$ cat src/logic/nffi_defs.svh
// Constants for the NAND frame flash host controller: command codes,
// address layout and timing counts derived from the 250 MHz system clock.
// Assumes it is included by bare name from the package and the modules.
`ifndef NFFI_DEFS_SVH
`define NFFI_DEFS_SVH

// ----------------------------------------------------------------------
// Command codes sent with command latch select high
// ----------------------------------------------------------------------
`define NFFI_CMD_READ      8'h00
`define NFFI_CMD_RESET     8'hff
`define NFFI_CMD_PROG      8'h80
`define NFFI_CMD_PROG_GO   8'h10
`define NFFI_CMD_ERASE     8'h60
`define NFFI_CMD_ERASE_GO  8'hd0
`define NFFI_CMD_STATUS    8'h70
`define NFFI_CMD_IDENT     8'h90

// ----------------------------------------------------------------------
// Address layout: column, frame, row and block fields
// ----------------------------------------------------------------------
`define NFFI_ADDR_W        19
`define NFFI_COL_LSB       0
`define NFFI_COL_MSB       4
`define NFFI_FRAME_LSB     5
`define NFFI_ROW_LSB       7
`define NFFI_BLOCK_LSB     12
`define NFFI_FRAME_BYTES   32
`define NFFI_ADDR_CYCLES   3
`define NFFI_IDENT_BYTES   2

// ----------------------------------------------------------------------
// Timing: times as printed, counts derived from the clock rate
// ----------------------------------------------------------------------
`define NFFI_CLK_MHZ       250
`define NFFI_T_RC_NS       120
`define NFFI_T_PWRUP_NS    1000
`define NFFI_T_SETTLE_NS   100
`define NFFI_RC_CYC        ((`NFFI_T_RC_NS * `NFFI_CLK_MHZ + 999) / 1000)
`define NFFI_HALF_CYC      ((`NFFI_RC_CYC + 1) / 2)
`define NFFI_PWRUP_CYC     ((`NFFI_T_PWRUP_NS * `NFFI_CLK_MHZ + 999) / 1000)
`define NFFI_SETTLE_CYC    ((`NFFI_T_SETTLE_NS * `NFFI_CLK_MHZ + 999) / 1000)

`endif

$ cat src/logic/nffi_pkg.sv
// Types for the NAND frame flash host controller.
// Assumes nffi_defs.svh is on the include path.
`include "nffi_defs.svh"

package nffi_pkg;

  // ----------------------------------------------------------------------
  // Operations requested on the user side
  // ----------------------------------------------------------------------
  typedef enum logic [2:0] {
    OP_READ   = 3'h0,
    OP_PROG   = 3'h1,
    OP_ERASE  = 3'h2,
    OP_STATUS = 3'h3,
    OP_IDENT  = 3'h4,
    OP_RESET  = 3'h5
  } nffi_op_type;

  // ----------------------------------------------------------------------
  // Sequencer states
  // ----------------------------------------------------------------------
  typedef enum logic [3:0] {
    S_PWRUP  = 4'h0,
    S_IDLE   = 4'h1,
    S_CMD1   = 4'h2,
    S_ADDR   = 4'h3,
    S_DATA   = 4'h4,
    S_CMD2   = 4'h5,
    S_SETTLE = 4'h6,
    S_WAIT   = 4'h7,
    S_READ   = 4'h8
  } nffi_state_type;

  // ----------------------------------------------------------------------
  // Whole register state of the controller
  // ----------------------------------------------------------------------
  typedef struct packed {
    nffi_state_type st;       // Sequencer state
    nffi_op_type    op;       // Operation in progress
    logic [18:0]    addr;     // Latched byte address
    logic [8:0]     cnt;      // Cycle counter within a bus cycle or wait
    logic [5:0]     idx;      // Index of the current byte
    logic [5:0]     last;     // Index of the final byte of this phase
    logic           ce_n;     // Chip select pin
    logic           cle;      // Command latch select pin
    logic           ale;      // Address latch select pin
    logic           we_n;     // Write strobe pin
    logic           re_n;     // Read strobe pin
    logic           oe;       // Port output enable
    logic [7:0]     dout;     // Byte driven onto the port
    logic           rd_valid; // Read byte pulse
    logic [7:0]     rd_data;  // Read byte
    logic           done;     // Operation finished pulse
    logic           rb_s1;    // Ready/busy synchroniser, first stage
    logic           rb_s2;    // Ready/busy synchroniser, second stage
    logic [7:0]     pt_s1;    // Port input synchroniser, first stage
    logic [7:0]     pt_s2;    // Port input synchroniser, second stage
  } nffi_regs_type;

endpackage : nffi_pkg

$ cat src/logic/nffi_frame_mem.sv
// Frame staging memory: one write port, one read port with registered data.
// Assumes a single clock and that the writer never hits a slot being read.
`timescale 1ns/1ns

module nffi_frame_mem #(
  parameter int WIDTH = 8,
  parameter int DEPTH = 32,
  parameter int AW    = 5
) (
  // Clock
  input  wire logic             sys_clk_i,
  // Write port
  input  wire logic             wr_en_i,
  input  wire logic [AW-1:0]    wr_addr_i,
  input  wire logic [WIDTH-1:0] wr_data_i,
  // Read port
  input  wire logic [AW-1:0]    rd_addr_i,
  output logic      [WIDTH-1:0] rd_data_o
);

  // ----------------------------------------------------------------------
  // Storage
  // ----------------------------------------------------------------------
  logic [WIDTH-1:0] mem_q [DEPTH];   // Frame bytes

  // Write and registered read
  always_ff @(posedge sys_clk_i) begin
    if (wr_en_i) begin
      mem_q[wr_addr_i] <= wr_data_i;
    end
    rd_data_o <= mem_q[rd_addr_i];
  end

endmodule : nffi_frame_mem

$ cat src/logic/nffi_host_ctrl.sv
// Host controller driving a byte-wide NAND frame flash over its pins.
// Assumes the pins reach the device directly; the byte port is split into
// input, output and enable, and the wire is resolved outside.
`timescale 1ns/1ns
`include "nffi_defs.svh"

module nffi_host_ctrl #(
  parameter int HALF = `NFFI_HALF_CYC
) (
  // Clock and reset
  input  wire logic        sys_clk_i,
  input  wire logic        srst_i,
  // Command request
  input  wire logic        cmd_valid_i,
  input  wire logic [2:0]  cmd_op_i,
  input  wire logic [18:0] byte_address_bits_i,
  output logic             cmd_ready_o,
  output logic             busy_o,
  output logic             done_o,
  // Frame buffer load for program
  input  wire logic        buf_we_i,
  input  wire logic [4:0]  buf_addr_i,
  input  wire logic [7:0]  buf_data_i,
  // Read byte stream
  output logic             rd_valid_o,
  output logic [7:0]       rd_data_o,
  // Flash pins
  output logic             ce_n_o,
  output logic             cle_o,
  output logic             ale_o,
  output logic             we_n_o,
  output logic             read_strobe_n_o,
  output logic             wp_n_o,
  input  wire logic        ready_busy_i,
  input  wire logic [7:0]  shared_byte_port_i,
  output logic      [7:0]  shared_byte_port_o,
  output logic             shared_byte_port_oe_o
);

  // ----------------------------------------------------------------------
  // Constants and state
  // ----------------------------------------------------------------------
  localparam logic [8:0] HALF_C   = 9'(HALF);
  localparam logic [8:0] CYC_LAST = 9'(2 * HALF - 1);
  localparam logic [8:0] PWR_LAST = 9'(`NFFI_PWRUP_CYC - 1);
  localparam logic [8:0] SET_LAST = 9'(`NFFI_SETTLE_CYC - 1);
  localparam logic [5:0] FR_LAST  = 6'(`NFFI_FRAME_BYTES - 1);
  localparam logic [5:0] ID_LAST  = 6'(`NFFI_IDENT_BYTES - 1);
  localparam logic [5:0] AD_LAST  = 6'(`NFFI_ADDR_CYCLES - 1);

  nffi_pkg::nffi_regs_type q;        // Registered state
  nffi_pkg::nffi_regs_type d;        // Next state
  logic [7:0]              mem_rdata; // Staged program byte
  nffi_pkg::nffi_op_type   req_op;   // Requested operation

  assign req_op = nffi_pkg::nffi_op_type'(cmd_op_i);

  // ----------------------------------------------------------------------
  // Helpers
  // ----------------------------------------------------------------------
  // Command byte that opens an operation
  function automatic logic [7:0] open_code(input nffi_pkg::nffi_op_type op);
    case (op)
      nffi_pkg::OP_READ:   open_code = `NFFI_CMD_READ;
      nffi_pkg::OP_PROG:   open_code = `NFFI_CMD_PROG;
      nffi_pkg::OP_ERASE:  open_code = `NFFI_CMD_ERASE;
      nffi_pkg::OP_STATUS: open_code = `NFFI_CMD_STATUS;
      nffi_pkg::OP_IDENT:  open_code = `NFFI_CMD_IDENT;
      default:             open_code = `NFFI_CMD_RESET;
    endcase
  endfunction : open_code

  // Address byte for cycle idx, top five bits of the last cycle zero
  function automatic logic [7:0] addr_byte(input logic [18:0] a, input logic [5:0] i);
    case (i)
      6'h00:   addr_byte = a[7:0];
      6'h01:   addr_byte = a[15:8];
      default: addr_byte = {5'h00, a[18:16]};
    endcase
  endfunction : addr_byte

  // Start a write strobe cycle with the given latch selects and byte
  function automatic nffi_pkg::nffi_regs_type begin_wr(
    input nffi_pkg::nffi_regs_type r, input nffi_pkg::nffi_state_type st,
    input logic cle, input logic ale, input logic [7:0] b,
    input logic [5:0] idx, input logic [5:0] last);
    nffi_pkg::nffi_regs_type n;
    n      = r;
    n.st   = st;
    n.cle  = cle;
    n.ale  = ale;
    n.dout = b;
    n.idx  = idx;
    n.last = last;
    n.cnt  = 9'h000;
    n.we_n = 1'b0;
    n.re_n = 1'b1;
    n.oe   = 1'b1;
    n.ce_n = 1'b0;
    begin_wr = n;
  endfunction : begin_wr

  // Start a read strobe cycle with the port released
  function automatic nffi_pkg::nffi_regs_type begin_rd(
    input nffi_pkg::nffi_regs_type r, input logic [5:0] idx, input logic [5:0] last);
    nffi_pkg::nffi_regs_type n;
    n      = r;
    n.st   = nffi_pkg::S_READ;
    n.cle  = 1'b0;
    n.ale  = 1'b0;
    n.oe   = 1'b0;
    n.idx  = idx;
    n.last = last;
    n.cnt  = 9'h000;
    n.we_n = 1'b1;
    n.re_n = 1'b0;
    n.ce_n = 1'b0;
    begin_rd = n;
  endfunction : begin_rd

  // Return to idle, deselect and release the port
  function automatic nffi_pkg::nffi_regs_type finish(input nffi_pkg::nffi_regs_type r);
    nffi_pkg::nffi_regs_type n;
    n      = r;
    n.st   = nffi_pkg::S_IDLE;
    n.ce_n = 1'b1;
    n.cle  = 1'b0;
    n.ale  = 1'b0;
    n.oe   = 1'b0;
    n.we_n = 1'b1;
    n.re_n = 1'b1;
    n.done = 1'b1;
    finish = n;
  endfunction : finish

  // Release all strobes and count out the busy settle time
  function automatic nffi_pkg::nffi_regs_type settle(input nffi_pkg::nffi_regs_type r);
    nffi_pkg::nffi_regs_type n;
    n      = r;
    n.st   = nffi_pkg::S_SETTLE;
    n.cle  = 1'b0;
    n.ale  = 1'b0;
    n.oe   = 1'b0;
    n.we_n = 1'b1;
    n.cnt  = 9'h000;
    settle = n;
  endfunction : settle

  // ----------------------------------------------------------------------
  // Frame staging memory
  // ----------------------------------------------------------------------
  nffi_frame_mem #(.WIDTH(8), .DEPTH(`NFFI_FRAME_BYTES), .AW(5)) u_mem (
    .sys_clk_i (sys_clk_i),
    .wr_en_i   (buf_we_i & ~busy_o),
    .wr_addr_i (buf_addr_i),
    .wr_data_i (buf_data_i),
    .rd_addr_i (q.idx[4:0]),
    .rd_data_o (mem_rdata)
  );

  // ----------------------------------------------------------------------
  // Sequencer
  // ----------------------------------------------------------------------
  // Status and reset may go while the device is busy, others wait ready
  assign cmd_ready_o = (q.st == nffi_pkg::S_IDLE) &&
                       (q.rb_s2 || req_op == nffi_pkg::OP_STATUS ||
                        req_op == nffi_pkg::OP_RESET);

  // Next state of every register
  always_comb begin
    d          = q;
    d.rd_valid = 1'b0;
    d.done     = 1'b0;
    case (q.st)
      // Hold off every command after reset
      nffi_pkg::S_PWRUP: begin
        d.cnt = q.cnt + 9'h001;
        if (q.cnt == PWR_LAST) begin
          d.st  = nffi_pkg::S_IDLE;
          d.cnt = 9'h000;
        end
      end
      // Take a request and send its opening command
      nffi_pkg::S_IDLE: begin
        if (cmd_valid_i && cmd_ready_o) begin
          d      = begin_wr(q, nffi_pkg::S_CMD1, 1'b1, 1'b0, open_code(req_op), 6'h00,
                            6'h00);
          d.op   = req_op;
          d.done = 1'b0;    // A take right after done must not stretch the pulse
          d.addr = byte_address_bits_i;
          if (req_op == nffi_pkg::OP_PROG) begin
            d.addr[`NFFI_COL_MSB:`NFFI_COL_LSB] = 5'h00;
          end
          if (req_op == nffi_pkg::OP_IDENT) begin
            d.addr = 19'h00000;
          end
        end
      end
      // Write strobe cycles: strobe low first half, rising edge at midpoint
      nffi_pkg::S_CMD1, nffi_pkg::S_ADDR, nffi_pkg::S_DATA, nffi_pkg::S_CMD2: begin
        d.cnt  = q.cnt + 9'h001;
        d.we_n = (d.cnt >= HALF_C);
        if (q.st == nffi_pkg::S_DATA) begin
          d.dout = mem_rdata;
        end
        if (q.cnt == CYC_LAST) begin
          case (q.st)
            // After the opening command pick the next phase
            nffi_pkg::S_CMD1: begin
              case (q.op)
                nffi_pkg::OP_READ, nffi_pkg::OP_PROG:
                  d = begin_wr(q, nffi_pkg::S_ADDR, 1'b0, 1'b1, addr_byte(q.addr, 6'h00),
                               6'h00, AD_LAST);
                nffi_pkg::OP_ERASE:
                  d = begin_wr(q, nffi_pkg::S_ADDR, 1'b0, 1'b1, addr_byte(q.addr, 6'h01),
                               6'h01, AD_LAST);
                nffi_pkg::OP_IDENT:
                  d = begin_wr(q, nffi_pkg::S_ADDR, 1'b0, 1'b1, 8'h00, 6'h00, 6'h00);
                nffi_pkg::OP_STATUS:
                  d = begin_rd(q, 6'h00, 6'h00);
                default:
                  d = settle(q);
              endcase
            end
            // Exactly the address cycles the operation needs
            nffi_pkg::S_ADDR: begin
              if (q.idx != q.last) begin
                d = begin_wr(q, nffi_pkg::S_ADDR, 1'b0, 1'b1,
                             addr_byte(q.addr, q.idx + 6'h01), q.idx + 6'h01,
                             q.last);
              end else begin
                case (q.op)
                  nffi_pkg::OP_PROG:
                    d = begin_wr(q, nffi_pkg::S_DATA, 1'b0, 1'b0, mem_rdata, 6'h00, FR_LAST);
                  nffi_pkg::OP_ERASE:
                    d = begin_wr(q, nffi_pkg::S_CMD2, 1'b1, 1'b0, `NFFI_CMD_ERASE_GO,
                                 6'h00, 6'h00);
                  nffi_pkg::OP_IDENT:
                    d = begin_rd(q, 6'h00, ID_LAST);
                  default:
                    d = settle(q);
                endcase
              end
            end
            // Whole frame of program data, then the confirm command
            nffi_pkg::S_DATA: begin
              if (q.idx != q.last) begin
                d = begin_wr(q, nffi_pkg::S_DATA, 1'b0, 1'b0, mem_rdata, q.idx + 6'h01,
                             q.last);
              end else begin
                d = begin_wr(q, nffi_pkg::S_CMD2, 1'b1, 1'b0, `NFFI_CMD_PROG_GO,
                             6'h00, 6'h00);
              end
            end
            default: d = settle(q);
          endcase
        end
      end
      // Give ready/busy time to fall before trusting it
      nffi_pkg::S_SETTLE: begin
        d.cnt = q.cnt + 9'h001;
        if (q.cnt == SET_LAST) begin
          d.st = nffi_pkg::S_WAIT;
        end
      end
      // Wait for ready, then stream the frame from the column to its end for a read
      nffi_pkg::S_WAIT: begin
        if (q.rb_s2) begin
          if (q.op == nffi_pkg::OP_READ) begin
            d = begin_rd(q, 6'h00, FR_LAST - {1'b0, q.addr[`NFFI_COL_MSB:`NFFI_COL_LSB]});
          end else begin
            d = finish(q);
          end
        end
      end
      // Read strobe cycles: sample late in the low half
      nffi_pkg::S_READ: begin
        d.cnt  = q.cnt + 9'h001;
        d.re_n = (d.cnt >= HALF_C);
        if (q.cnt == HALF_C - 9'h001) begin
          d.rd_valid = 1'b1;
          d.rd_data  = q.pt_s2;
        end
        if (q.cnt == CYC_LAST) begin
          if (q.idx != q.last) begin
            d = begin_rd(q, q.idx + 6'h01, q.last);
          end else begin
            d = finish(q);
          end
        end
      end
      default: d.st = nffi_pkg::S_IDLE;
    endcase
    // Synchronisers always advance, even on a phase change that copies q
    d.rb_s1 = ready_busy_i;
    d.rb_s2 = q.rb_s1;
    d.pt_s1 = shared_byte_port_i;
    d.pt_s2 = q.pt_s1;
  end

  // Register the state, reset to the power-up wait
  always_ff @(posedge sys_clk_i) begin
    if (srst_i) begin
      q      <= '0;
      q.st   <= nffi_pkg::S_PWRUP;
      q.ce_n <= 1'b1;
      q.we_n <= 1'b1;
      q.re_n <= 1'b1;
    end else begin
      q <= d;
    end
  end

  // ----------------------------------------------------------------------
  // Outputs
  // ----------------------------------------------------------------------
  assign busy_o                = (q.st != nffi_pkg::S_IDLE);
  assign done_o                = q.done;
  assign rd_valid_o            = q.rd_valid;
  assign rd_data_o             = q.rd_data;
  assign ce_n_o                = q.ce_n;
  assign cle_o                 = q.cle;
  assign ale_o                 = q.ale;
  assign we_n_o                = q.we_n;
  assign read_strobe_n_o       = q.re_n;
  assign wp_n_o                = (q.st != nffi_pkg::S_PWRUP);
  assign shared_byte_port_o    = q.dout;
  assign shared_byte_port_oe_o = q.oe;

  // ----------------------------------------------------------------------
  // Assertions
  // ----------------------------------------------------------------------
  int unsigned age_q;     // Cycles since reset, saturating
  int unsigned re_gap_q;  // Cycles since the last read strobe fall
  always_ff @(posedge sys_clk_i) begin
    if (srst_i) begin
      age_q    <= 0;
      re_gap_q <= 1000;
    end else begin
      age_q    <= (age_q < 100000) ? age_q + 1 : age_q;
      re_gap_q <= (!q.re_n && d.re_n == 1'b0 && q.re_n == 1'b0) ? re_gap_q + 1 :
                  ((q.re_n && !d.re_n) ? 0 : re_gap_q + 1);
    end
  end
endmodule : nffi_host_ctrl

$ cat config.mk
export PLATFORM = sky130hd
export DESIGN_NAME = nffi_host_ctrl
export DESIGN_NICKNAME = d
export VERILOG_FILES = /design/src/logic/nffi_pkg.sv /design/src/logic/nffi_frame_mem.sv /design/src/logic/nffi_host_ctrl.sv
export VERILOG_INCLUDE_DIRS = /design/src /design/src/logic
export SDC_FILE = /design/constraint.sdc
export NUM_CORES = 1
export LEC_CHECK = 0
export BUFFER_PORTS_ARGS = -buffer_cell sky130_fd_sc_hd__clkbuf_2
export CORE_ASPECT_RATIO = 0.6
export CORE_UTILIZATION = 30
export CTS_BUF_LIST = sky130_fd_sc_hd__clkbuf_8
export DETAILED_ROUTE_END_ITERATION = 16
export PLACE_DENSITY = 0.49
export SLEW_MARGIN = 10
export SYNTH_ARGS = -nofsm -noshare
export SYNTH_HDL_FRONTEND = slang
export SYNTH_SLANG_ARGS = --single-unit
$ cat constraint.sdc
create_clock -name sys_clk_i -period 2.7 [get_ports sys_clk_i]
set_input_delay 0.54 -clock sys_clk_i [delete_from_list [all_inputs] [get_ports sys_clk_i]]
set_output_delay 0.54 -clock sys_clk_i [all_outputs]
set_load 0.005 [all_outputs]
==> results of run 1 <==
## final timing paths
path                          from  cells past startpoint              end  slack [ns]
min          shared_byte_port_i[2]                      2             d[2]        0.10
max reg2reg                  q[62]                      7  read_strobe_n_o        0.19
max                          q[62]                      7  read_strobe_n_o        0.19
min reg2reg                   d[0]                      1             q[0]        0.44
## flip-flops by register name, indices dropped and copies added (netlist names)
signal and flops:
rd_data_o 8, u_mem.mem_q 256, read_strobe_n_o 1, cle_o 1, shared_byte_port_oe_o 1, d 9, u_mem.rd_data_o 8, we_n_o 1
ce_n_o 1, ale_o 1, shared_byte_port_o 8, q 55, done_o 1, rd_valid_o 1
## synth_stat cells (11+ instances only)
library cell / count / share of area
edfxtp_1: 256 / 0.51
dfxtp_1: 96 / 0.13
nand2_1: 83 / 0.021
nor2_1: 83 / 0.021
mux4_2: 80 / 0.12
a21oi_1: 68 / 0.022
clkbuf_1: 43 / 0.011
nand3_1: 38 / 0.013
nor2b_1: 26 / 0.011
buf_4: 19 / 0.0094
buf_2: 16 / 0.0053
o21ai_0: 16 / 0.0053
nand2b_1: 15 / 0.0062
nor3_1: 15 / 0.0049
a21o_1: 13 / 0.0064
inv_1: 12 / 0.0030
mux2i_1: 12 / 0.0079
or3_1: 12 / 0.0049
a311oi_1: 11 / 0.0063
## cell families (layout without fill, tap and decap cells)
| kind of cell | count (synthesis) | after routing |
|---|---|---|
| AO/OA/AOI/OAI | 171 | 171 |
| XOR/XNOR | 13 | 13 |
| adder cells (fa/ha/maj) | 7 | 7 |
| buffers and inverters | 100 | 277 |
| flip-flops | 352 | 352 |
| multiplexers | 101 | 101 |
| other | 0 | 3 |
| AND/OR/NAND/NOR | 329 | 329 |
## worst reg2reg max path: stages, from the launching register on
cell and delay, ns:
dfxtp_1 0.37, nor4_2 0.41, nand3_1 0.39, buf_4 0.29
a211o_1 0.26, a21oi_1 0.35, o211ai_1 0.16, a21o_1 0.17
## placed cells by master (no fill, tap or decap), types with 8 or more instances in the layout
cell type | synthesis | routed
nor2_1 | 83 | 83
or3_1 | 12 | 12
o21ai_0 | 16 | 16
clkbuf_8 | 0 | 54
buf_4 | 19 | 90
clkinv_2 | 0 | 8
xor2_1 | 8 | 8
nand2_1 | 83 | 83
nor3_1 | 15 | 15
inv_1 | 12 | 27
nand4_1 | 8 | 8
mux2_2 | 9 | 9
edfxtp_1 | 256 | 256
nor2b_1 | 26 | 26
mux2i_1 | 12 | 12
a21oi_1 | 68 | 68
a311oi_1 | 11 | 11
a22oi_1 | 9 | 9
clkinv_1 | 0 | 10
nand2b_1 | 15 | 15
nand3b_1 | 9 | 9
clkbuf_2 | 0 | 73
dfxtp_1 | 96 | 94
mux4_2 | 80 | 80
nand3_1 | 38 | 38
a21o_1 | 13 | 13
## power by group
group	total (mW)	switching (mW)	leakage, nW	internal [mW]
registers	6.04	0.132	3.08	5.91
logic	1.85	1.12	2.32	0.726
clock network	4.67	2.20	0.624	2.48
## final cells by class
class                           count  area share
Tap cell                          650      0.0457
Antenna cell                        3    0.000422
Multi-Input combinational cell    621       0.285
Inverter                           13     0.00274
Clock buffer                       54      0.0418
Sequential cell                   352       0.541
Clock inverter                     43      0.0210
Timing Repair Buffer              167      0.0622
## stage by stage
| step | worst slack, ns | power [mW] | utilization |
|---|---|---|---|
| finish | 0.192 | 12.6 | 0.358 |
| global placement | 0.266 | 7.99 | 0.335 |
| CTS | 0.242 | 12.7 | 0.358 |
| floorplan | 0.379 | 7.26 | - |
| detailed placement | 0.254 | 7.98 | 0.335 |
| global route | 0.0521 | 13.1 | 0.358 |
## per-layer routing
metal	vias to the layer above	global-route usage	wire length (µm)
met1	4914	0.264	21700
li1	4382	-	-
met3	53	0.0397	3260
met2	326	0.212	16600
met4	0	0.0465	608
met5	-	0	0
==> results.yml, run 1 <==
cells_and_area:
  area_growth_pct: 17.1
  nets: 1262
  register_area_mm2: 0.00962
  multi_input_area_mm2: 0.00507
  drive_gt1_frac: 0.282
  finish.instance_area_mm2: 0.0178
  final_cells: 1903
  fill_cells: 4839
floorplan:
  die_area_mm2: 0.0515
  dieWidth_um: 292
  io_pins: 75
  die_y_um: 176
  core_area_mm2: 0.0497
  start_util: 0.306
  rows: 63
synthesis:
  synth-xor-area-share: 0.00799
  synth_cell_types: 80
  synth_edf_count: 256
  synth.area.mux_share: 0.133
  syn_area_mm2: 0.0152
  syn_area_per_cell_um2: 14.1
  postSynthCellCount: 1073
  synthAdderAreaFrac: 0.00577
  synthFlopType: "edfxtp_1"
  synth_top_family_by_area: "multiplexers"
  yosys.area_share.simple: 0.111
  async_reset_ff_frac: 0
  synth_compound_area_frac: 0.0756
  ys_ff_latch: 352
  ys_warn_count: 0
  seq_area_frac_synth: 0.633
  syn_nets: 1128
placement:
  placed_cells: 1803
  io_buffers: 74
  dp_hpwl_um: 29100
  gp_congestion: 0.893
  post_dp_cell_area_mm2: 0.0167
drt:
  vias: 9675
  drtAntennaViolNets: 0
  routed_wl_um: 42200
  drc: 0
  dr.pass1.iters: 5
  vias_per_cell: 5.08
  drt_iter0_markers: 893
  wl_per_cell_um: 22.2
setup_path:
  cp-end-kind: "flip-flop"
  cp_top_family: "compound AO/OA/AOI/OAI gates"
  crit_required_ns: 3.21
  crit_fanout: 6
  startpoint_type: "flip-flop"
  path_cells: "nor4_2 -> nand3_1 -> buf_4 -> a211o_1 -> a21oi_1 -> o211ai_1 -> a21o_1"
  critPathKind: "reg2reg"
  crit_slowest_cell: "nor4_2"
  cpPeakStageDelay_ns: 0.41
  arrival_ns: 3.02
  cp_num_buf_inv: 1
clocking:
  clkSlewWorstSetupHoldPaths_ns: 0.07
  post_cts_resized: 0
  cts_buffer_depth: 3
  cts_buffers: 52
  clkLatencyLatePin_ns: 0.64
  cts_htree_levels: 2
  hold_buffers: 0
  cts_sinks: 352
  cts_root_buffer: "clkbuf_8"
  cts_tree: "yes"
  postCtsSetupRepairBufs: 0
power_and_ir_drop:
  power_density_mw_per_mm2: 707
  ir_worst_vdd_uv: 306
  power.leakage_nw: 6.03
sta:
  final-hold-violation-count: 0
  max_freq_mhz: 399
  slew_viol_final: 0
  fin_crit_sh: 0.929
  worstMarginPinSlew_ns: 0.761
  slew_headroom: 0.493
  hold_ws_ns: 0.103
  setup_viol: 0
  rsz0062_at_grt: "false"
  tns_ns: 0
  finalClockSkew_ns: 0.0465
  fin_crit_ns: 2.51
run:
  max_cap_viol_count: 0
global_route:
  grt.overflow.total: 0
  grt_pass1_wl_um: 62500
  track_usage: 0.164
  grt_max_degree: 39
  grt_pass1_vias: 9456
  antenna_found_initial: 3
status:
  status: "finished, final reports clean"
hold_path:
  holdCritPathClass: "in2reg"
Power figures use the tool's default switching activity.
==> run 2, diff against run 1 <==
--- a/config.mk
+++ b/config.mk
@@ -6,7 +6,9 @@
 export SDC_FILE = /design/constraint.sdc
 export NUM_CORES = 1
 export LEC_CHECK = 0
+export ABC_AREA = 1
 export BUFFER_PORTS_ARGS = -buffer_cell sky130_fd_sc_hd__clkbuf_2
+export CAP_MARGIN = 20
 export CORE_ASPECT_RATIO = 0.6
 export CORE_UTILIZATION = 30
 export CTS_BUF_LIST = sky130_fd_sc_hd__clkbuf_8
==> run 2 against run 1 <==
  * Cell count grew 25%
  * Combinational power shrank 89%
  * Total power shrank 15%
  * Critical path depth grew 5
  * Clock-buffer cell count grew 5
  * Clock power is essentially flat
  * Synthesized cell count grew 43%
  * Wire length grew 14%
  * Largest cell class unchanged
==> results.yml, run 2 <==
status:
  status: "finished, final reports clean"
drt:
  drt_iter0_markers: 1213
  drtAntennaViolNets: 0
  vias_per_cell: 4.96
  drc: 0
  dr_wl_met3_um: 4200
  wl_met2_um: 17400
  top_layer: "met4"
  routed_wl_um: 48000
  met1_length_um: 25600
  wl_per_cell_um: 20.2
  vias: 11800
  dr.pass1.iters: 7
synthesis:
  ys_top_cells_by_area: "edfxtp_1 (50%), dfxtp_1 (12%), nor2_1 (5.6%)"
  syn_area_mm2: 0.0154
  ys_warn_count: 0
  async_reset_ff_frac: 0
  synthTopCellsByCount: "edfxtp_1 (256), nor2_1 (229), nand2_1 (189)"
  yosysTopAreaCell: "edfxtp_1"
  syn_nets: 1586
  synth_edf_count: 256
  yosysMostFrequentCell: "edfxtp_1"
  syn_area_per_cell_um2: 10.1
  synthFlopType: "edfxtp_1"
  postSynthCellCount: 1531
  yosysTopAreaCellShare: 0.499
  ys_ff_latch: 352
  seq_area_frac_synth: 0.624
  synth_cell_types: 47
global_route:
  track_usage: 0.184
  grt_max_degree: 76
  grt.overflow.total: 0
  grt_pass1_wl_um: 71900
  antenna_found_initial: 0
  grt_pass1_vias: 11300
floorplan:
  die_y_um: 178
  dieWidth_um: 295
  die_area_mm2: 0.0523
  core_area_mm2: 0.0501
  io_pins: 75
  rows: 63
  start_util: 0.308
sta:
  finalClockSkew_ns: 0.0420
  final-hold-violation-count: 0
  slew_headroom: 0.394
  tns_ns: 0
  slew_viol_final: 0
  setup_viol: 0
  max_freq_mhz: 411
  fin_crit_sh: 0.901
  worstMarginPinSlew_ns: 0.905
  fin_crit_ns: 2.43
  rsz0062_at_grt: "false"
setup_path:
  arrival_ns: 2.92
  crit_fanout: 11
  reg2reg_depth: 12
  path_cells: "inv_2 -> nand2_1 -> nand3_1 -> nor2_1 -> nand2_2 -> buf_4 -> nor2_1 -> nor2_1 -> nand2_2 -> nor2_1 -> nor2_1 -> a211oi_2"
  cp-end-kind: "flip-flop"
  crit_slowest_cell: "dfxtp_1"
  critPathKind: "reg2reg"
  crit_required_ns: 3.19
  startpoint_type: "flip-flop"
  crit_top_cell: "nor2_1"
  cpPeakStageDelay_ns: 0.46
cells_and_area:
  register_area_mm2: 0.00961
  area_growth_pct: 16.1
  multi_input_area_mm2: 0.00481
  mostFrequentLayoutCell: "edfxtp_1"
  final_cell_mix: "edfxtp_1 (256), nor2_1 (229), nand2_1 (189)"
  nets: 1698
  finish.instance_area_mm2: 0.0179
  drive_gt1_frac: 0.174
  largest_reg_flops: 256
  diodes: 0
  largest-register: "u_mem.mem_q"
  final_cells: 2372
  fill_cells: 5025
clocking:
  cts_buffers: 55
  cts_root_buffer: "clkbuf_8"
  clkLatencyLatePin_ns: 0.65
  cts_buffer_depth: 3
  cts_sinks: 352
  clkSlewWorstSetupHoldPaths_ns: 0.07
  postCtsSetupRepairBufs: 0
  post_cts_resized: 0
  cts_tree: "yes"
  hold_buffers: 0
  cts_htree_levels: 2
power_and_ir_drop:
  power.leakage_nw: 6.62
  power.total_mw: 10.7
  ir_worst_vdd_uv: 446
  power_density_mw_per_mm2: 599
run:
  max_cap_viol_count: 0
placement:
  io_buffers: 74
  post_dp_cell_area_mm2: 0.0167
  placed_cells: 2268
  gp_congestion: 0.955
  dp_hpwl_um: 32900
hold_path:
  hold_path_depth: 3
  holdCritPathClass: "in2reg"
## run 2: cell families after synthesis
logic type	count (synthesis)	synth area share
AND/OR/NAND/NOR	563	0.163
AO/OA/AOI/OAI	366	0.140
flip-flops	352	0.624
buffers and inverters	236	0.0643
XOR/XNOR	7	0.00398
adder cells (fa/ha/maj)	7	0.00568
## run 2: cell type report
cell class | count | share of cell area
Multi-Input combinational cell | 943 | 0.269
Sequential cell | 352 | 0.538
Tap cell | 682 | 0.0477
Timing Repair Buffer | 144 | 0.0508
Inverter | 147 | 0.0311
Clock inverter | 45 | 0.0182
Clock buffer | 59 | 0.0454
## run 2: stage by stage
stage	hold WS (ns)	setup WS [ns]	util
floorplan	0.388	0.620	-
global placement	0.393	0.257	0.334
detailed placement	0.393	0.292	0.334
CTS	0.0512	0.310	0.357
global route	0.0683	0.0640	0.357
finish	0.0960	0.266	0.357
## run 2: metal layers
| metal | track usage | vias up |
|---|---|---|
| met2 | 0.228 | 433 |
| met5 | 0 | - |
| met1 | 0.307 | 5681 |
| met3 | 0.0437 | 62 |
| met4 | 0.0393 | 0 |
| li1 | - | 5586 |
## run 2: worst max-delay path: cells and delay by family (launching register included)
kind            cells  cell delay (ns)
simple gates        9             1.40
compound gates      1             0.05
flops               1             0.46
buf+inv             2             0.38
## run 2: worst paths after layout
kind	start	to	slack (ns)
setup / recovery	q[52]	q[54]	0.27
hold / removal	shared_byte_port_i[2]	d[2]	0.1
setup reg to reg	q[52]	q[54]	0.27
hold reg to reg	d[6]	q[6]	0.40
## run 2: where the power goes
| group | total (mW) | switching (mW) | internal [mW] | leakage [nW] |
|---|---|---|---|---|
| sequential | 5.81 | 0.00928 | 5.80 | 3.08 |
| clock | 4.69 | 2.25 | 2.44 | 0.650 |
| combinational | 0.204 | 0.156 | 0.0485 | 2.89 |
